$ cat config.mk
export PLATFORM = sky130hd
export DESIGN_NAME = dtc_dual_timer_control
export DESIGN_NICKNAME = d
export VERILOG_FILES = /design/src/rtl/dtc_pkg.sv /design/src/rtl/dtc_dual_timer_control.sv /design/src/rtl/dtc_prescaler.sv
export SDC_FILE = /design/constraint.sdc
export NUM_CORES = 1
export LEC_CHECK = 0
export ABC_AREA = 1
export BUFFER_PORTS_ARGS = -buffer_cell sky130_fd_sc_hd__clkbuf_2
export CAP_MARGIN = 30
export CORE_MARGIN = 1.5
export CORE_UTILIZATION = 45
export CTS_BUF_LIST = sky130_fd_sc_hd__clkbuf_16
export CTS_CLUSTER_DIAMETER = 120
export DETAILED_ROUTE_END_ITERATION = 10
export GPL_TIMING_DRIVEN = 0
export PLACE_DENSITY = 0.8
export RECOVER_POWER = 25
export SLEW_MARGIN = 20
export SYNTH_ARGS = -nofsm -noshare
export SYNTH_HDL_FRONTEND = slang
export SYNTH_SLANG_ARGS = --single-unit
$ cat constraint.sdc
create_clock -name sys_clk -period 1.6 [get_ports sys_clk]
set_clock_uncertainty 0.1 [all_clocks]
set_input_delay 0.32 -clock sys_clk [delete_from_list [all_inputs] [get_ports sys_clk]]
set_output_delay 0.32 -clock sys_clk [all_outputs]
set_load 0.05 [all_outputs]
$ cat src/rtl/dtc_pkg.sv
/*
  dtc_pkg: shared constants for the dual timer control block: register
  indices and byte addresses, field positions, reset values, prescale
  codes and the edge numbers of single-cycle capture.
  Assumes one 32-bit bus with one register per aligned word.
*/
package dtc_pkg;

  // register indices as printed; the byte address is four times the index
  localparam logic [11:0] WIDE_CTRL_INDEX   = 12'hD02;
  localparam logic [11:0] SHARED_CTRL_INDEX = 12'hD03;
  localparam logic [11:0] STATUS_INDEX      = 12'hD04;
  localparam logic [31:0] WIDE_CTRL_ADDR    = {18'h00000, WIDE_CTRL_INDEX, 2'h0};
  localparam logic [31:0] SHARED_CTRL_ADDR  = {18'h00000, SHARED_CTRL_INDEX, 2'h0};
  localparam logic [31:0] STATUS_ADDR       = {18'h00000, STATUS_INDEX, 2'h0};

  // wide_timer_control fields
  localparam int WIDE_RUN_BIT     = 7;
  localparam int SINGLE_PASS_BIT  = 6;
  localparam int TIMEOUT_BIT      = 5;
  localparam int PRESCALE_MSB     = 4;
  localparam int PRESCALE_LSB     = 3;
  localparam int CAPTURE_MASK_BIT = 2;
  localparam int COUNT_MASK_BIT   = 1;
  localparam int PIN_SELECT_BIT   = 0;

  // timer_shared_control fields
  localparam int SH_WIDE_RUN_BIT    = 7;
  localparam int SH_CARRIER_RUN_BIT = 6;
  localparam int SH_SYNC_BIT        = 5;
  localparam int SH_FREEZE_BIT      = 4;
  localparam int SH_SINGLE_BIT      = 3;
  localparam logic [2:0] SH_RESERVED_ONES = 3'h7;

  // reset values
  localparam logic [7:0] WIDE_CTRL_RESET   = 8'h00;
  localparam logic [4:0] SHARED_CTRL_RESET = 5'h00;

  // single-cycle capture edge numbers
  localparam int ACTIVE_EDGE        = 3;
  localparam int FIRST_CAPTURE_EDGE = 4;
  localparam int LAST_CAPTURE_EDGE  = 5;

  // bus
  localparam logic [1:0] HTRANS_NONSEQ = 2'h2;

  typedef enum logic [1:0] {
    DTC_DIV1 = 2'h0,
    DTC_DIV2 = 2'h1,
    DTC_DIV4 = 2'h2,
    DTC_DIV8 = 2'h3
  } dtc_prescale_type;

  typedef enum logic [2:0] {
    SYNC_IDLE = 3'h1,
    SYNC_WAIT = 3'h2,
    SYNC_RUN  = 3'h4
  } dtc_sync_type;

endpackage

$ cat src/rtl/dtc_dual_timer_control.sv
/*
  dtc_dual_timer_control: control registers and control logic of a 16-bit
  wide timer and an 8-bit carrier timer, reached over AHB-Lite.
  Assumes the counting datapaths sit outside and report time-out, capture
  and edge events as one-cycle pulses on sys_clk.
*/
// Operation
// - the wide timer counts at sys_clk divided by 1, 2, 4 or 8 per a two-bit field.
// - the prescale field keeps its value across stop-mode recovery.
// - a demodulation capture raises the wide timer interrupt only with the capture mask set.
// - a wide timer time-out raises the interrupt only with the time-out mask set.
// - one write setting both shared enables starts both timers on the same edge.
// - the wide timer runs while either of its two enable bits is 1.
// - the carrier timer runs while its shared enable or its own control bit 7 is 1.
// - in sync mode the first carrier pulse is aligned to the rise of the demodulated signal.
// - with toggle freeze set the wide output holds its level while interrupts go on.
// - single-cycle capture goes active on edge 3, captures on 4 and 5, interrupts on 5.
// - in single-cycle capture a carrier time-out clears the edge count to 0.
// - the three low shared bits always read as ones and writes to them are ignored.
// - capture mask, sync, freeze and single-cycle bits survive stop-mode recovery.
// - time-out sets a flag that a write of 1 clears and a write of 0 leaves alone.
`timescale 1ns/1ps
`default_nettype none

module dtc_dual_timer_control #(
  parameter int COUNT_W = 3
) (
  input  wire logic        sys_clk,        // system clock, 50 MHz
  input  wire logic        rst_b,          // async reset, active low
  input  wire logic        hsel,           // slave select
  input  wire logic [31:0] haddr,          // byte address
  input  wire logic [1:0]  htrans,         // transfer type
  input  wire logic        hwrite,         // write when high
  input  wire logic [2:0]  hsize,          // transfer size
  input  wire logic [31:0] hwdata,         // write data
  input  wire logic        hready,         // bus ready
  output logic             hreadyout,      // slave ready
  output logic [31:0]      hrdata,         // read data
  output logic             hresp,          // always OKAY
  input  wire logic        stopRecovery,   // stop-mode recovery pulse
  input  wire logic        timeoutEvent,   // wide timer terminal count pulse
  input  wire logic        captureEvent,   // wide timer capture pulse
  input  wire logic        demodMode,      // wide timer in demodulation mode
  input  wire logic        carrierCtlRun,  // carrier_timer_control bit 7
  input  wire logic        carrierEdge,    // carrier input edge pulse
  input  wire logic        carrierTimeout, // carrier time-out pulse
  input  wire logic        demodSignal,    // demodulated signal level
  input  wire logic        portDataLatch,  // ordinary port data
  output logic             wideTimerRun,   // wide timer enabled
  output logic             carrierTimerRun,// carrier timer enabled
  output logic             wideCountEn,    // wide timer count enable pulse
  output logic             singlePass,     // single/modulo-n select
  output logic             wideTimerIrq,   // wide timer interrupt pulse
  output logic             wideTimerOut,   // wide timer output level
  output logic             port3Pin5,      // port 3 pin 5 output level
  output logic             carrierGate,    // carrier may produce pulses
  output logic             carrierActive,  // carrier capture active
  output logic             carrierCapture, // carrier capture pulse
  output logic             carrierIrq      // carrier interrupt pulse
);

  if (COUNT_W < 3) begin
    $error("dtc_dual_timer_control needs COUNT_W of at least 3");
  end

  localparam logic [COUNT_W-1:0] ACTIVE_CNT = COUNT_W'(dtc_pkg::ACTIVE_EDGE);
  localparam logic [COUNT_W-1:0] FIRST_CNT  = COUNT_W'(dtc_pkg::FIRST_CAPTURE_EDGE);
  localparam logic [COUNT_W-1:0] LAST_CNT   = COUNT_W'(dtc_pkg::LAST_CAPTURE_EDGE);

  // bus data-phase state
  logic             wrPhase_reg;
  logic             wrPhase_next;
  logic [1:0]       wrSel_reg;
  logic [1:0]       wrSel_next;
  logic [31:0]      rdata_reg;
  logic [31:0]      rdata_next;
  // control registers; bit 5 of the wide register is the time-out flag
  logic [7:0]       wideCtrl_reg;
  logic [7:0]       wideCtrl_next;
  logic [4:0]       sharedCtrl_reg;
  logic [4:0]       sharedCtrl_next;
  // event logic
  logic             wideOut_reg;
  logic             wideOut_next;
  logic             wideIrq_reg;
  logic             wideIrq_next;
  logic [COUNT_W-1:0] edgeCount_reg;
  logic [COUNT_W-1:0] edgeCount_next;
  logic             capture_reg;
  logic             capture_next;
  logic             carrierIrq_reg;
  logic             carrierIrq_next;
  logic             demodPrev_reg;
  dtc_pkg::dtc_sync_type syncState_reg;
  dtc_pkg::dtc_sync_type syncState_next;

  logic             addrPhase;
  logic [1:0]       addrSel;
  logic             tickEn;
  logic             wideRunNext;
  logic             carrierRunNext;
  logic [COUNT_W-1:0] edgeNum;

  // address decode: 1 wide control, 2 shared control, 3 status, 0 unmapped
  always_comb begin
    addrPhase = hsel && hready && (htrans == dtc_pkg::HTRANS_NONSEQ);
    case (haddr)
      dtc_pkg::WIDE_CTRL_ADDR:   addrSel = 2'h1;
      dtc_pkg::SHARED_CTRL_ADDR: addrSel = 2'h2;
      dtc_pkg::STATUS_ADDR:      addrSel = 2'h3;
      default:                   addrSel = 2'h0;
    endcase
  end

  // control register next values: bus write, then recovery, then hardware set
  always_comb begin
    wideCtrl_next   = wideCtrl_reg;
    sharedCtrl_next = sharedCtrl_reg;
    if (wrPhase_reg && wrSel_reg == 2'h1) begin
      wideCtrl_next = hwdata[7:0];
      wideCtrl_next[dtc_pkg::TIMEOUT_BIT] = wideCtrl_reg[dtc_pkg::TIMEOUT_BIT]
                                            && !hwdata[dtc_pkg::TIMEOUT_BIT];
    end
    if (wrPhase_reg && wrSel_reg == 2'h2) begin
      sharedCtrl_next = hwdata[7:3];
    end
    if (stopRecovery) begin
      // only the enables, mode, flag, time-out mask and pin select are reset
      wideCtrl_next[dtc_pkg::WIDE_RUN_BIT]    = dtc_pkg::WIDE_CTRL_RESET[dtc_pkg::WIDE_RUN_BIT];
      wideCtrl_next[dtc_pkg::SINGLE_PASS_BIT] = dtc_pkg::WIDE_CTRL_RESET[dtc_pkg::SINGLE_PASS_BIT];
      wideCtrl_next[dtc_pkg::TIMEOUT_BIT]     = dtc_pkg::WIDE_CTRL_RESET[dtc_pkg::TIMEOUT_BIT];
      wideCtrl_next[dtc_pkg::COUNT_MASK_BIT] = dtc_pkg::WIDE_CTRL_RESET[dtc_pkg::COUNT_MASK_BIT];
      wideCtrl_next[dtc_pkg::PIN_SELECT_BIT] = dtc_pkg::WIDE_CTRL_RESET[dtc_pkg::PIN_SELECT_BIT];
      sharedCtrl_next[dtc_pkg::SH_WIDE_RUN_BIT-3]    =
        dtc_pkg::SHARED_CTRL_RESET[dtc_pkg::SH_WIDE_RUN_BIT-3];
      sharedCtrl_next[dtc_pkg::SH_CARRIER_RUN_BIT-3] =
        dtc_pkg::SHARED_CTRL_RESET[dtc_pkg::SH_CARRIER_RUN_BIT-3];
    end
    // a time-out in the clearing cycle still leaves the flag set
    if (timeoutEvent) begin
      wideCtrl_next[dtc_pkg::TIMEOUT_BIT] = 1'b1;
    end
  end

  assign wideRunNext    = wideCtrl_next[dtc_pkg::WIDE_RUN_BIT]
                          || sharedCtrl_next[dtc_pkg::SH_WIDE_RUN_BIT-3];
  assign carrierRunNext = carrierCtlRun || sharedCtrl_next[dtc_pkg::SH_CARRIER_RUN_BIT-3];

  // bus next values; read data is built from next register values so a
  // read straight after a write sees the written value with no wait state
  always_comb begin
    wrPhase_next = addrPhase && hwrite;
    wrSel_next   = addrSel;
    rdata_next   = rdata_reg;
    if (addrPhase && !hwrite) begin
      case (addrSel)
        2'h1:    rdata_next = {24'h000000, wideCtrl_next};
        2'h2:    rdata_next = {24'h000000, sharedCtrl_next, dtc_pkg::SH_RESERVED_ONES};
        2'h3:    rdata_next = {24'h000000, 1'b0, carrierActive, carrierGate, wideOut_reg,
                               wideRunNext, carrierRunNext, 2'h0};
        default: rdata_next = 32'h00000000;
      endcase
    end
  end

  always_ff @(posedge sys_clk or negedge rst_b) begin
    if (!rst_b) begin
      wrPhase_reg    <= 1'b0;
      wrSel_reg      <= 2'h0;
      rdata_reg      <= 32'h00000000;
      wideCtrl_reg   <= dtc_pkg::WIDE_CTRL_RESET;
      sharedCtrl_reg <= dtc_pkg::SHARED_CTRL_RESET;
    end else begin
      wrPhase_reg    <= wrPhase_next;
      wrSel_reg      <= wrSel_next;
      rdata_reg      <= rdata_next;
      wideCtrl_reg   <= wideCtrl_next;
      sharedCtrl_reg <= sharedCtrl_next;
    end
  end

  assign hreadyout = 1'b1;
  assign hresp     = 1'b0;
  assign hrdata    = rdata_reg;

  // timer run enables, wide timer mode and rate
  assign wideTimerRun    = wideCtrl_reg[dtc_pkg::WIDE_RUN_BIT]
                           || sharedCtrl_reg[dtc_pkg::SH_WIDE_RUN_BIT-3];
  assign carrierTimerRun = carrierCtlRun
                           || sharedCtrl_reg[dtc_pkg::SH_CARRIER_RUN_BIT-3];
  assign singlePass      = wideCtrl_reg[dtc_pkg::SINGLE_PASS_BIT];

  dtc_prescaler #(
    .DIV_WIDTH (3)
  ) u_prescaler (
    .sys_clk (sys_clk),
    .rst_b   (rst_b),
    .sel     (dtc_pkg::dtc_prescale_type'(
                wideCtrl_reg[dtc_pkg::PRESCALE_MSB:dtc_pkg::PRESCALE_LSB])),
    .tickEn  (tickEn)
  );

  assign wideCountEn = tickEn && wideTimerRun;

  // wide timer output toggle and interrupt request
  always_comb begin
    wideOut_next = wideOut_reg;
    if (timeoutEvent && wideTimerRun && !sharedCtrl_reg[dtc_pkg::SH_FREEZE_BIT-3]) begin
      wideOut_next = !wideOut_reg;
    end
    wideIrq_next = (timeoutEvent && wideCtrl_reg[dtc_pkg::COUNT_MASK_BIT])
                   || (captureEvent && demodMode
                       && wideCtrl_reg[dtc_pkg::CAPTURE_MASK_BIT]);
  end

  always_ff @(posedge sys_clk or negedge rst_b) begin
    if (!rst_b) begin
      wideOut_reg <= 1'b0;
      wideIrq_reg <= 1'b0;
    end else begin
      wideOut_reg <= wideOut_next;
      wideIrq_reg <= wideIrq_next;
    end
  end

  assign wideTimerOut = wideOut_reg;
  assign wideTimerIrq = wideIrq_reg;
  assign port3Pin5    = wideCtrl_reg[dtc_pkg::PIN_SELECT_BIT] ? wideOut_reg
                                                              : portDataLatch;

  // carrier edge counting; in single-cycle mode edges past the fifth are ignored until a time-out
  always_comb begin
    edgeNum         = edgeCount_reg + {{(COUNT_W-1){1'b0}}, 1'b1};
    edgeCount_next  = edgeCount_reg;
    capture_next    = 1'b0;
    carrierIrq_next = 1'b0;
    if (sharedCtrl_reg[dtc_pkg::SH_SINGLE_BIT-3]) begin
      if (carrierTimeout) begin
        edgeCount_next = {COUNT_W{1'b0}};
      end else if (carrierEdge && carrierTimerRun && edgeCount_reg < LAST_CNT) begin
        edgeCount_next  = edgeNum;
        capture_next    = (edgeNum >= FIRST_CNT);
        carrierIrq_next = (edgeNum == LAST_CNT);
      end
    end else begin
      edgeCount_next  = {COUNT_W{1'b0}};
      capture_next    = carrierEdge && carrierTimerRun;
      carrierIrq_next = carrierEdge && carrierTimerRun;
    end
  end

  always_ff @(posedge sys_clk or negedge rst_b) begin
    if (!rst_b) begin
      edgeCount_reg  <= {COUNT_W{1'b0}};
      capture_reg    <= 1'b0;
      carrierIrq_reg <= 1'b0;
    end else begin
      edgeCount_reg  <= edgeCount_next;
      capture_reg    <= capture_next;
      carrierIrq_reg <= carrierIrq_next;
    end
  end

  assign carrierCapture = capture_reg;
  assign carrierIrq     = carrierIrq_reg;
  assign carrierActive  = sharedCtrl_reg[dtc_pkg::SH_SINGLE_BIT-3]
                          ? (edgeCount_reg >= ACTIVE_CNT) : carrierTimerRun;

  // carrier start alignment; waiting for a rise avoids a clipped first pulse
  always_comb begin
    syncState_next = syncState_reg;
    case (syncState_reg)
      dtc_pkg::SYNC_IDLE: begin
        if (carrierTimerRun) begin
          syncState_next = sharedCtrl_reg[dtc_pkg::SH_SYNC_BIT-3] ? dtc_pkg::SYNC_WAIT
                                                                  : dtc_pkg::SYNC_RUN;
        end
      end
      dtc_pkg::SYNC_WAIT: begin
        if (!carrierTimerRun) begin
          syncState_next = dtc_pkg::SYNC_IDLE;
        end else if ((demodSignal && !demodPrev_reg)
                     || !sharedCtrl_reg[dtc_pkg::SH_SYNC_BIT-3]) begin
          syncState_next = dtc_pkg::SYNC_RUN;
        end
      end
      dtc_pkg::SYNC_RUN: begin
        if (!carrierTimerRun) begin
          syncState_next = dtc_pkg::SYNC_IDLE;
        end else if (sharedCtrl_reg[dtc_pkg::SH_SYNC_BIT-3] && !demodSignal) begin
          syncState_next = dtc_pkg::SYNC_WAIT;
        end
      end
      default: syncState_next = dtc_pkg::SYNC_IDLE;
    endcase
  end

  always_ff @(posedge sys_clk or negedge rst_b) begin
    if (!rst_b) begin
      syncState_reg <= dtc_pkg::SYNC_IDLE;
      demodPrev_reg <= 1'b0;
    end else begin
      syncState_reg <= syncState_next;
      demodPrev_reg <= demodSignal;
    end
  end

  assign carrierGate = (syncState_reg == dtc_pkg::SYNC_RUN);

endmodule

`default_nettype wire

$ cat src/rtl/dtc_prescaler.sv
/*
  dtc_prescaler: free-running divider that makes a one-cycle count
  enable at sys_clk divided by 1, 2, 4 or 8.
  Assumes the select is held by a register in the same clock domain.
*/
`timescale 1ns/1ps
`default_nettype none

module dtc_prescaler #(
  parameter int DIV_WIDTH = 3
) (
  input  wire logic                 sys_clk,   // system clock
  input  wire logic                 rst_b,     // async reset, active low
  input  wire dtc_pkg::dtc_prescale_type sel,  // divide select
  output logic                      tickEn     // one-cycle count enable
);

  if (DIV_WIDTH < 3) begin
    $error("dtc_prescaler needs DIV_WIDTH of at least 3");
  end

  logic [DIV_WIDTH-1:0] count_reg;
  logic [DIV_WIDTH-1:0] count_next;
  logic [DIV_WIDTH-1:0] mask;
  logic                 tick_next;
  logic                 tick_reg;

  // the divider never stops, so a rate change takes effect on the next cycle without waiting for a wrap
  always_comb begin
    count_next = count_reg + {{(DIV_WIDTH-1){1'b0}}, 1'b1};
    mask       = {DIV_WIDTH{1'b0}};
    case (sel)
      dtc_pkg::DTC_DIV1: mask = {DIV_WIDTH{1'b0}};
      dtc_pkg::DTC_DIV2: mask = {{(DIV_WIDTH-1){1'b0}}, 1'b1};
      dtc_pkg::DTC_DIV4: mask = {{(DIV_WIDTH-2){1'b0}}, 2'h3};
      dtc_pkg::DTC_DIV8: mask = {{(DIV_WIDTH-3){1'b0}}, 3'h7};
      default:           mask = {DIV_WIDTH{1'b0}};
    endcase
    tick_next = &(count_next | ~mask);
  end

  // registered so the enable is a clean flop output
  always_ff @(posedge sys_clk or negedge rst_b) begin
    if (!rst_b) begin
      count_reg <= {DIV_WIDTH{1'b0}};
      tick_reg  <= 1'b0;
    end else begin
      count_reg <= count_next;
      tick_reg  <= tick_next;
    end
  end

  assign tickEn = tick_reg;

endmodule

`default_nettype wire

### Word-level counts from Yosys, hierarchy flattened

Index checks and enable logic that the tools add are counted.

| storage, ports and cells | value |
|---|---|
| input bits | 83 |
| bits in registers | 63 |

| operators by class | value |
|---|---|
| reduce and logical (&&, ||, !) cells | 33 |
| magnitude comparators | 3 |
| equality and inequality tests | 20 |
| muxes and demuxes | 27 |
| bitwise logic cells | 2 |
| add/subtract/negate cells | 2 |

Operator list:

| kind | count |
|---|---|
| equality test 32 x 14 -> 1 bit, second input constant | 3 |
| two-way mux 3 bit | 10 |
| one-hot mux 8 bit (3 select lines) | 1 |
| logical AND 1 bit | 17 |
| equality test 2 bit, second input constant | 6 |
| one-hot mux 3 bit (4 select lines) | 1 |
| two-way mux 1 bit | 9 |
| one-hot mux 3 bit (3 select lines) | 1 |
| two-way mux 8 bit | 1 |
| logical NOT 1 bit | 7 |
| adder 3 x 1 -> 3 bit, second input constant | 2 |
| equality test 2 x 1 -> 1 bit, second input constant | 3 |
| equality test 3 bit, second input constant | 2 |
| logical OR 1 bit | 6 |
| inequality test 3 x 2 -> 1 bit, second input constant | 2 |
| one-hot mux 2 bit (3 select lines) | 1 |
| AND reduction 3 bit | 2 |
| two-way mux 5 bit | 1 |
| two-way mux 2 bit | 2 |
| equality test 3 x 1 -> 1 bit, second input constant | 1 |
| equality test 3 x 2 -> 1 bit, second input constant | 1 |
| >= comparator 3 x 2 -> 1 bit, second input constant | 1 |
| >= comparator 3 bit, second input constant | 1 |
| less-than comparator 3 bit, second input constant | 1 |
| other kinds (5) | 5 |

### Depth between registers and ports, before layout

Gate-level depths: netlist (run 1).

| logic depth | value |
|---|---|
| depth after elaboration | 6 |
| gate-level depth with buffers | 10 |
| gate-level depth less buffers | 10 |

### Modules after synthesis

Synthesis (run 1) repeated with hierarchy kept, for this count alone.

| second synthesis, totals | value |
|---|---|
| cells, all modules | 336 |
| area total of the unflattened synthesis | 2416.1 um2 |

By module, submodules not included:

| module | cells each | seq. area each (um2) | instances | area each (um2) |
|---|---|---|---|---|
| dtc_dual_timer_control | 318 | 877.1 | 1 | 2250.9 |
| dtc_prescaler | 18 | 100.1 | 1 | 165.2 |

### Worst setup path after synthesis (run 1)

No wires, ideal clock.

| path | value |
|---|---|
| kind | reg-to-reg |
| start | register edgeCount_reg[0] |
| end | register rdata_reg[6], in the netlist hrdata[6] |
| clock period less this slack | 1.695 ns |
| setup slack | -0.095 ns |
| path buffers | 0 |
| arrival | 1.477 ns |
| required time | 1.382 ns |
| cell stages (with the launch flop) | 11 |
| setup time | 0.118 ns |
| cells stage by stage | dfrtp_1 > ha_1 > ha_1 > nor2_1 > nand3_1 > o21ai_1 > inv_1 > nand3_1 > nand3_1 > nand2_1 > nand2_1 |

| on the way | value |
|---|---|
| cells in the longest elaborated chain, start to end | 3 |

Ends and longest elaborated chain:

| item | line | RTL |
|---|---|---|
| from (decl) | dtc_dual_timer_control.sv:87 | `logic [COUNT_W-1:0] edgeCount_reg;` |
| from (signal assigned) | dtc_dual_timer_control.sv:254 | `edgeCount_reg <= {COUNT_W{1'b0}};` |
| from (signal assigned) | dtc_dual_timer_control.sv:258 | `edgeCount_reg <= edgeCount_next;` |
| >= comparator 3 x 2 -> 1 bit | dtc_dual_timer_control.sv:267 | `? (edgeCount_reg >= ACTIVE_CNT) : carrierTimerRun;` |
| two-way mux 1 bit | dtc_dual_timer_control.sv:267 |  |
| named net carrierActive | dtc_dual_timer_control.sv:57 | `output logic carrierActive,` |
| one-hot mux 8 bit (3 select lines) | dtc_dual_timer_control.sv:156 | `case (addrSel)` |
| to (signal assigned) | dtc_dual_timer_control.sv:176 | `rdata_reg <= rdata_next;` |
| to (decl) | dtc_dual_timer_control.sv:75 | `logic [31:0] rdata_reg;` |

The timed path passes the listed nets, and every way through them passes these cells.
A chain may end at the register's enable or synchronous reset.

### Final worst setup path (run 1)

| path | value |
|---|---|
| start | register edgeCount_reg[1] |
| end | output carrierActive |

| on the way | value |
|---|---|
| cells in the longest elaborated chain, start to end | 2 |

Ends and longest elaborated chain:

| item | line |
|---|---|
| >= comparator 3 x 2 -> 1 bit | dtc_dual_timer_control.sv:267 |
| two-way mux 1 bit | dtc_dual_timer_control.sv:267 |
| to (decl) | dtc_dual_timer_control.sv:57 |

Every way passes these cells.

==> impl_results.html, run 1 <==
<table>
<tr><th>Metric</th><th>Value</th></tr>
<tr><th colspan="2">Run status</th></tr>
<tr><td>Outcome</td><td>finished, violations left</td></tr>
<tr><td>Failing checks</td><td>setup timing</td></tr>
<tr><th colspan="2">Timing</th></tr>
<tr><td>Max Transition Viols Final</td><td>0</td></tr>
<tr><td>Final hold violations</td><td>0</td></tr>
<tr><td>Worst hold slack after final layout</td><td>0.0893 ns</td></tr>
<tr><td>Worst Tran Pin Value</td><td>0.871 ns</td></tr>
<tr><td>Fin crit period</td><td>1.92 ns</td></tr>
<tr><td>Setup repair after global routing missed its margin</td><td>true</td></tr>
<tr><td>Final setup TNS</td><td>-0.380 ns</td></tr>
<tr><td>Highest clock rate</td><td>approximately 0.52 GHz</td></tr>
<tr><td>Final setup viols</td><td>4</td></tr>
<tr><td>Relative slew slack</td><td>around two fifths</td></tr>
<tr><td>Setup slack after layout</td><td>-0.316 ns</td></tr>
<tr><td>Final period util</td><td>120%</td></tr>
<tr><th colspan="2">Power</th></tr>
<tr><td>Power Internal</td><td>between 1.5 and 2 mW</td></tr>
<tr><td>Flop pwr share</td><td>38.9%</td></tr>
<tr><td>Total power density per cell area</td><td>between 800 and 900 mW/mm2</td></tr>
<tr><td>Portion of total power attributed to the clock network</td><td>about two fifths</td></tr>
<tr><td>Switching portion of total power</td><td>between 20 and 30%</td></tr>
<tr><td>Logic gate share of total power</td><td>about a fifth</td></tr>
<tr><td>Switching power total</td><td>0.759 mW</td></tr>
<tr><td>Max rail drop VDD</td><td>between 500 and 600 uV</td></tr>
<tr><td>Reported leakage power</td><td>around 2.0 nW</td></tr>
<tr><th colspan="2">Placement</th></tr>
<tr><td>Port Buf Inserts</td><td>74</td></tr>
<tr><td>Post-Place Worst Slack</td><td>-0.130 ns</td></tr>
<tr><td>Detailed Place HPWL</td><td>a little over 4 mm</td></tr>
<tr><td>Weighted congestion at the end of routability-driven global placement</td><td>approximately 0.8</td></tr>
<tr><th colspan="2">Logic synthesis</th></tr>
<tr><td>Yosys warning count</td><td>0</td></tr>
<tr><td>Syn Inst Count</td><td>327</td></tr>
<tr><td>Share of the synthesized area in the top cell type</td><td>about 40%</td></tr>
<tr><td>Post-synthesis cell type count</td><td>31</td></tr>
<tr><td>Cell taking the most area after synthesis</td><td>dfrtp_1</td></tr>
<tr><td>Syn avg cell area</td><td>between 7 and 8 um2</td></tr>
<tr><td>Part of the Yosys area used for sequential elements</td><td>about 40%</td></tr>
<tr><td>Cell area after synthesis</td><td>between 0.002 and 0.0025 mm2</td></tr>
<tr><td>Synthesis-stage register bit count</td><td>39</td></tr>
<tr><td>Area contributors post-synth</td><td>dfrtp_1 (40%), nand2_1 (13%), buf_4 (8.5%), inv_1 (8.4%), nor2_1 (6.0%)</td></tr>
<tr><th colspan="2">Clocking</th></tr>
<tr><td>Number of buffers created by CTS</td><td>5</td></tr>
<tr><td>Clock net sink count</td><td>39</td></tr>
<tr><td>Worst-Skew Late Latency</td><td>about 0.28 ns</td></tr>
<tr><td>Clock Tree Root</td><td>clkbuf_16</td></tr>
<tr><td>Number of H-tree branching levels</td><td>2</td></tr>
<tr><td>Clock-pin slew on the worst setup and hold paths</td><td>0.06 ns</td></tr>
<tr><td>CTS Buffer Depth</td><td>2</td></tr>
<tr><td>Clock tree from TritonCTS</td><td>built</td></tr>
<tr><th colspan="2">Route</th></tr>
<tr><td>Post-route DRC violation count</td><td>0</td></tr>
<tr><td>Wirelength per Cell</td><td>between 10 and 15 um</td></tr>
<tr><td>Via count of the routed design</td><td>roughly 2.3k</td></tr>
<tr><td>Violation count after the first detailed-route iteration</td><td>~120</td></tr>
<tr><td>Routed metal-1 wire length</td><td>between 2 and 2.5 mm</td></tr>
<tr><td>Routed met3 length</td><td>about 310 um</td></tr>
<tr><td>DRT Wirelength</td><td>5.59 mm</td></tr>
<tr><td>Highest Signal Layer</td><td>met4</td></tr>
<tr><td>Wire length on met2</td><td>2.90 mm</td></tr>
<tr><td>Drt pass-1 iters</td><td>4</td></tr>
<tr><td>Post-route antenna net violation count</td><td>0</td></tr>
<tr><td>Post-detailed-route via-to-cell ratio</td><td>approximately 4.5</td></tr>
<tr><th colspan="2">Floorplan</th></tr>
<tr><td>Initial Utilization</td><td>a little under half</td></tr>
<tr><td>Chip Height</td><td>approximately 76 um</td></tr>
<tr><td>Core ar.</td><td>0.00511 mm2</td></tr>
<tr><td>Die outline area</td><td>around 0.0057 mm2</td></tr>
<tr><td>Width of the die</td><td>75.6 um</td></tr>
<tr><td>Boundary pin count</td><td>roughly 130</td></tr>
<tr><td>Std-Cell Rows</td><td>26</td></tr>
<tr><th colspan="2">Worst setup path</th></tr>
<tr><td>Required arrival time at the worst endpoint</td><td>1.18 ns</td></tr>
<tr><td>Arrival time at the worst endpoint</td><td>about 1.5 ns</td></tr>
<tr><td>Startpoint-to-endpoint class of the critical path</td><td>reg2out</td></tr>
<tr><td>Endpoint kind of the worst setup timing path</td><td>primary output</td></tr>
<tr><td>Critical Path Source</td><td>edgeCount_reg[1]</td></tr>
<tr><td>Highest fanout seen on the critical path</td><td>2</td></tr>
<tr><td>Start of the worst register-to-register path</td><td>edgeCount_reg[1]</td></tr>
<tr><td>Category of the worst setup path launch point</td><td>flop</td></tr>
<tr><th colspan="2">Global routing</th></tr>
<tr><td>Initial antenna violation count</td><td>0</td></tr>
<tr><td>Overall routing resource usage</td><td>about a fifth</td></tr>
<tr><td>Global-route wire length before repair</td><td>8.96 mm</td></tr>
<tr><td>Grt total ovfl</td><td>0</td></tr>
<tr><td>Via count of the first global-routing pass</td><td>2166</td></tr>
<tr><td>Maximum number of pins on one net before global-route repair</td><td>40</td></tr>
<tr><th colspan="2">Final layout</th></tr>
<tr><td>Leading cell type in the layout, fill and taps excluded</td><td>nand2_1</td></tr>
<tr><td>Antenna fix cells</td><td>0</td></tr>
<tr><td>Layout cell share with drive strength beyond 1</td><td>~33%</td></tr>
<tr><td>Relative area change from synthesis to final layout</td><td>39.3%</td></tr>
<tr><td>Leading cell types in the layout, fill and taps excluded</td><td>nand2_1 (83), clkbuf_2 (68), inv_1 (50)</td></tr>
<tr><td>Final Net Count</td><td>between 500 and 600</td></tr>
<tr><th colspan="2">Min path</th></tr>
<tr><td>Hold path startpoint</td><td>demodSignal</td></tr>
<tr><td>Class of the tightest hold or removal check</td><td>in2reg</td></tr>
<tr><th colspan="2">Job</th></tr>
<tr><td>Max-cap violations</td><td>0</td></tr>
</table>
cell usage after synthesis:
library cell  count
a21oi_1           2
inv_1            53
dfstp_2           1
xnor2_1           1
o21bai_1          1
o21ai_1           7
nand3_1          28
nor3_1            2
or2_2             2
nor3b_1           1
nor2_4            3
buf_6             1
nand3b_1          1
mux2_2            1
o211ai_1          3
nand2_1          84
conb_1            2
nor2_2            4
o22ai_1           2
o211a_1           1
nand2_2           1
o21ai_0          12
or2_0             1
xor2_1            1
nand3_2           1
nor2_1           38
a31o_2            1
dfrtp_1          38
ha_1              4
inv_2             3
buf_4            27
final timing paths:
check                                    to  slack [ns]  cells past startpoint
setup / recovery              carrierActive       -0.32                      7
hold / removal                demodPrev_reg        0.09                      1
setup reg to reg                  hrdata[6]       -0.02                     11
hold reg to reg                   hrdata[6]        0.38                      2
max in group asynchronous      wideTimerOut        0.20                      3
min in group asynchronous  edgeCount_reg[2]        0.57                      2
kinds of logic (layout without fill, tap and decap cells):
| logic type | after synthesis | in the layout | synth area share [%] |
|---|---|---|---|
| flip-flops | 39 | 39 | 41.2 |
| adder cells (fa/ha/maj) | 4 | 4 | 2.11 |
| XOR/XNOR | 2 | 2 | 0.739 |
| multiplexers | 1 | 1 | 0.475 |
| AO/OA/AOI/OAI | 29 | 29 | 7.02 |
| other | 2 | 26 | 0.317 |
| buffers and inverters | 84 | 176 | 17.9 |
| AND/OR/NAND/NOR | 166 | 166 | 30.2 |
per-stage QoR:
| stage | total power [mW] | util (%) | area, um2 | cells |
|---|---|---|---|---|
| 2_1_floorplan | 1.42 | - | 2460 | 351 |
| 3_3_place_gp | 1.55 | 57.2 | 2920 | 495 |
| 3_5_place_dp | 1.56 | 57.2 | 2920 | 495 |
| 4_1_cts | 2.68 | 62.8 | 3210 | 506 |
| 5_1_grt | 2.84 | 64.7 | 3300 | 513 |
| 6_report | 2.72 | 64.7 | 3300 | 513 |
per-layer routing:
layer,vias up,global-route usage (%)
li1,1184,-
met1,1030,24.5
met2,70,36.7
met3,10,5.16
met4,0,7.94
met5,-,0
repair_timing:
item / in CTS / in global routing
pin swaps: 5 / 5
gates resized for setup: 22 / 12
hold endpoints to repair: 0 / 12
setup endpoints to repair: 7 / 9
hold buffers: 0 / 1
setup buffers: 3 / 5
power groups by stage:
| stage | sequential [mW] | clock [mW] | combinational (mW) |
|---|---|---|---|
| after global routing | 1.07 | 1.15 | 0.619 |
| after floorplan | 1.07 | 0 | 0.351 |
| final | 1.06 | 1.11 | 0.557 |
| after CTS | 1.05 | 1.11 | 0.519 |
| after global placement | 1.07 | 0 | 0.479 |
| after detailed placement | 1.07 | 0 | 0.488 |
worst max-delay path: stages (launching register included):
cell,delay [ns]
dfrtp_1,0.39
ha_2,0.19
ha_4,0.16
nor2_4,0.08
nand3_2,0.08
o21ai_2,0.08
inv_2,0.07
clkbuf_16,0.17
layout make-up:
cell class	instances	area [um2]
inverter	56	215
clock inverter	3	38.8
tap	70	87.6
sequential	39	978
buffer	28	214
multi-input combinational	228	1130
timing repair buffer	84	518
fill	457	1800
clock buffer	5	125
No activity file was read; power rests on OpenSTA's default activity.
==> inputs of run 2 (changes only) <==
--- a/config.mk
+++ b/config.mk
@@ -6,15 +6,14 @@
 export NUM_CORES = 1
 export LEC_CHECK = 0
 export ABC_AREA = 1
-export BUFFER_PORTS_ARGS = -buffer_cell sky130_fd_sc_hd__clkbuf_2
 export CAP_MARGIN = 30
 export CORE_MARGIN = 1.5
-export CORE_UTILIZATION = 45
-export CTS_BUF_LIST = sky130_fd_sc_hd__clkbuf_16
+export CORE_UTILIZATION = 58
 export CTS_CLUSTER_DIAMETER = 120
 export DETAILED_ROUTE_END_ITERATION = 10
+export DONT_BUFFER_PORTS = 1
 export GPL_TIMING_DRIVEN = 0
-export PLACE_DENSITY = 0.8
+export PLACE_DENSITY = 0.74
 export RECOVER_POWER = 25
 export SLEW_MARGIN = 20
 export SYNTH_ARGS = -nofsm -noshare
==> run 2 against run 1 <==
Against the previous run: the flow still finishes with violations (setup timing); combinational power decreased by 17%; via count fell by 13%; die area decreased by 22%; clock-buffer cell count increased by 1; cell area decreased by 17%; sequential power barely moved; wire length down 14%; utilization up 4.7 points; worst hold slack worse by 0.059 ns; flip-flop and latch count is the same; first-iteration DRC count increased by 6.7%; critical path type unchanged; critical endpoint unchanged; largest power group is now registers.
==> impl_results.html, run 2 (synthesized netlist as in run 1, its figures left out) <==
<table>
<tr><th>Metric</th><th>Value</th></tr>
<tr><th colspan="2">Worst setup path</th></tr>
<tr><td>Category of the worst setup path launch point</td><td>flop</td></tr>
<tr><td>Reg2Reg Depth</td><td>10</td></tr>
<tr><td>Endpoint of the worst-slack reg-to-reg timing path</td><td>hrdata[6]</td></tr>
<tr><td>Start of the worst register-to-register path</td><td>edgeCount_reg[1]</td></tr>
<tr><td>Required arrival time at the worst endpoint</td><td>about 1.2 ns</td></tr>
<tr><td>Startpoint-to-endpoint class of the critical path</td><td>reg2out</td></tr>
<tr><td>Endpoint kind of the worst setup timing path</td><td>primary output</td></tr>
<tr><td>R2R Setup Slk</td><td>-0.01 ns</td></tr>
<tr><td>Arrival time at the worst endpoint</td><td>around 1.4 ns</td></tr>
<tr><td>Highest fanout seen on the critical path</td><td>3</td></tr>
<tr><th colspan="2">Power</th></tr>
<tr><td>Switching portion of total power</td><td>a little under a third</td></tr>
<tr><td>Flop pwr share</td><td>between 40 and 50%</td></tr>
<tr><td>Total power draw</td><td>2.19 mW</td></tr>
<tr><td>Max rail drop VDD</td><td>around 370 uV</td></tr>
<tr><td>Total power density per cell area</td><td>795 mW/mm2</td></tr>
<tr><td>Reported leakage power</td><td>~1.6 nW</td></tr>
<tr><td>Power Internal</td><td>1.51 mW</td></tr>
<tr><td>Logic gate share of total power</td><td>between 20% and 30%</td></tr>
<tr><td>Switching power total</td><td>about 0.68 mW</td></tr>
<tr><td>Portion of total power attributed to the clock network</td><td>30.4%</td></tr>
<tr><th colspan="2">Floorplan</th></tr>
<tr><td>Std-Cell Rows</td><td>23</td></tr>
<tr><td>Width of the die</td><td>roughly 67 um</td></tr>
<tr><td>Chip Height</td><td>approximately 67 um</td></tr>
<tr><td>Die outline area</td><td>about 0.0045 mm2</td></tr>
<tr><td>Initial Utilization</td><td>59.7%</td></tr>
<tr><td>Core ar.</td><td>approximately 0.0040 mm2</td></tr>
<tr><td>Boundary pin count</td><td>between 100 and 150</td></tr>
<tr><th colspan="2">Timing</th></tr>
<tr><td>Final setup viols</td><td>5</td></tr>
<tr><td>Fin crit period</td><td>1.84 ns</td></tr>
<tr><td>Setup slack after layout</td><td>-0.243 ns</td></tr>
<tr><td>Worst hold slack after final layout</td><td>approximately 0.03 ns</td></tr>
<tr><td>Relative slew slack</td><td>between 30 and 40%</td></tr>
<tr><td>Highest clock rate</td><td>between 0.5 and 0.6 GHz</td></tr>
<tr><td>Setup repair after global routing missed its margin</td><td>true</td></tr>
<tr><td>Final period util</td><td>115%</td></tr>
<tr><td>Worst Tran Pin Value</td><td>about 0.94 ns</td></tr>
<tr><td>Final setup TNS</td><td>-0.356 ns</td></tr>
<tr><td>Final hold violations</td><td>0</td></tr>
<tr><td>Max Transition Viols Final</td><td>0</td></tr>
<tr><th colspan="2">Final layout</th></tr>
<tr><td>Leading cell types in the layout, fill and taps excluded</td><td>nand2_1 (84), inv_1 (49), dfrtp_1 (37)</td></tr>
<tr><td>Antenna fix cells</td><td>0</td></tr>
<tr><td>Post-route standard cell area excluding fillers</td><td>0.00276 mm2</td></tr>
<tr><td>Layout Utilization</td><td>a little over two thirds</td></tr>
<tr><td>Relative area change from synthesis to final layout</td><td>16.3%</td></tr>
<tr><td>Layout cell share with drive strength beyond 1</td><td>around a fifth</td></tr>
<tr><td>Final Net Count</td><td>approximately 460</td></tr>
<tr><td>Storage cell area</td><td>about 980 um2</td></tr>
<tr><td>Filler Cell Count</td><td>340</td></tr>
<tr><td>Combined area of the multi-input logic cells</td><td>0.00112 mm2</td></tr>
<tr><td>Leading cell type in the layout, fill and taps excluded</td><td>nand2_1</td></tr>
<tr><th colspan="2">Placement</th></tr>
<tr><td>Detailed Place HPWL</td><td>around 3.6 mm</td></tr>
<tr><td>Weighted congestion at the end of routability-driven global placement</td><td>0.866</td></tr>
<tr><td>Port Buf Inserts</td><td>0</td></tr>
<tr><td>Cell area after placement</td><td>around 0.0025 mm2</td></tr>
<tr><th colspan="2">Clocking</th></tr>
<tr><td>Number of H-tree branching levels</td><td>2</td></tr>
<tr><td>Clock tree from TritonCTS</td><td>built</td></tr>
<tr><td>Clock Tree Root</td><td>clkbuf_8</td></tr>
<tr><td>Worst-Skew Late Latency</td><td>a little under 0.3 ns</td></tr>
<tr><td>Clock-pin slew on the worst setup and hold paths</td><td>0.07 ns</td></tr>
<tr><td>Clock net sink count</td><td>39</td></tr>
<tr><td>Number of buffers created by CTS</td><td>5</td></tr>
<tr><td>CTS Buffer Depth</td><td>2</td></tr>
<tr><th colspan="2">Route</th></tr>
<tr><td>DRT Wirelength</td><td>about 4.8 mm</td></tr>
<tr><td>Drt pass-1 iters</td><td>4</td></tr>
<tr><td>Wirelength per Cell</td><td>11.5 um</td></tr>
<tr><td>Post-detailed-route via-to-cell ratio</td><td>between 4 and 5</td></tr>
<tr><td>Via count of the routed design</td><td>between 1.5k and 2k</td></tr>
<tr><td>Post-route DRC violation count</td><td>0</td></tr>
<tr><td>Violation count after the first detailed-route iteration</td><td>127</td></tr>
<tr><td>Post-route antenna net violation count</td><td>0</td></tr>
<tr><th colspan="2">Min path</th></tr>
<tr><td>Hold path startpoint</td><td>hwrite</td></tr>
<tr><td>Class of the tightest hold or removal check</td><td>in2reg</td></tr>
<tr><td>Endpoint with the worst hold slack</td><td>wrPhase_reg</td></tr>
<tr><td>Cell depth of the worst hold path</td><td>2</td></tr>
<tr><th colspan="2">Job</th></tr>
<tr><td>Max-cap violations</td><td>0</td></tr>
<tr><th colspan="2">Global routing</th></tr>
<tr><td>Grt total ovfl</td><td>0</td></tr>
<tr><td>Overall routing resource usage</td><td>22.5%</td></tr>
<tr><td>Via count of the first global-routing pass</td><td>~1.7k</td></tr>
<tr><td>Maximum number of pins on one net before global-route repair</td><td>40</td></tr>
<tr><td>Initial antenna violation count</td><td>0</td></tr>
<tr><td>Global-route wire length before repair</td><td>about 7.4 mm</td></tr>
<tr><th colspan="2">Run status</th></tr>
<tr><td>Failing checks</td><td>setup timing</td></tr>
<tr><td>Outcome</td><td>finished, violations left</td></tr>
</table>
[run 2: cell type report]
type                    instances  area share (%)
inverters                      56            7.94
flip-flops and latches         39            35.5
clock inverters                 1           0.182
clock buffers                   6            3.00
repair buffers                 10            2.81
multi-input cells             228            40.5
plain buffers                  28            7.76
well taps                      50            2.27
[run 2: how the worst max path moves through the flow]
stage	from	slack, ns	cells after the start	to
2_1_floorplan	edgeCount_reg[0]	0.01	10	hrdata[6]
3_3_place_gp	edgeCount_reg[0]	-0.12	10	hrdata[6]
3_5_place_dp	edgeCount_reg[0]	-0.12	10	hrdata[6]
4_1_cts	edgeCount_reg[1]	-0.32	6	carrierActive
5_1_grt	edgeCount_reg[1]	-0.29	6	carrierActive
6_report	edgeCount_reg[1]	-0.24	6	carrierActive
[run 2: critical path, stage by stage (launching register included)]
cell,delay [ns]
dfrtp_1,0.40
ha_2,0.20
ha_4,0.16
nor2_4,0.08
nand3_2,0.08
o21ai_2,0.09
inv_4,0.11
[run 2: repair_timing]
item | 4_1_cts | 5_1_grt
resized for setup | 12 | 10
hold endpoints to repair | 40 | 0
buffers inserted | 3 | 4
hold buffers | 3 | 0
setup endpoints to repair | 7 | 10
pin swaps | 3 | 6
gates cloned | 0 | 0
[run 2: power groups by stage]
| stage | Combinational [mW] | Clock, mW | Sequential [mW] |
|---|---|---|---|
| global placement | 0.373 | 0 | 1.08 |
| detailed placement | 0.384 | 0 | 1.08 |
| floorplan | 0.351 | 0 | 1.07 |
| finish | 0.462 | 0.666 | 1.06 |
| CTS | 0.451 | 0.670 | 1.06 |
| global route | 0.509 | 0.713 | 1.07 |
[run 2: routing by layer]
layer / part of all wire [%] / track usage, % / up-vias
met3: 7.5 / 5.57 / 10
li1: - / - / 1038
met5: 0 / 0 / -
met4: 2.4 / 9.44 / 0
met2: 47 / 36.4 / 80
met1: 43 / 28.6 / 864
[run 2: through the flow]
stage | std cells | setup slack [ns]
after floorplan | 351 | 0.0129
after global placement | 401 | -0.116
after detailed placement | 401 | -0.121
after CTS | 414 | -0.323
after global routing | 418 | -0.293
final | 418 | -0.243
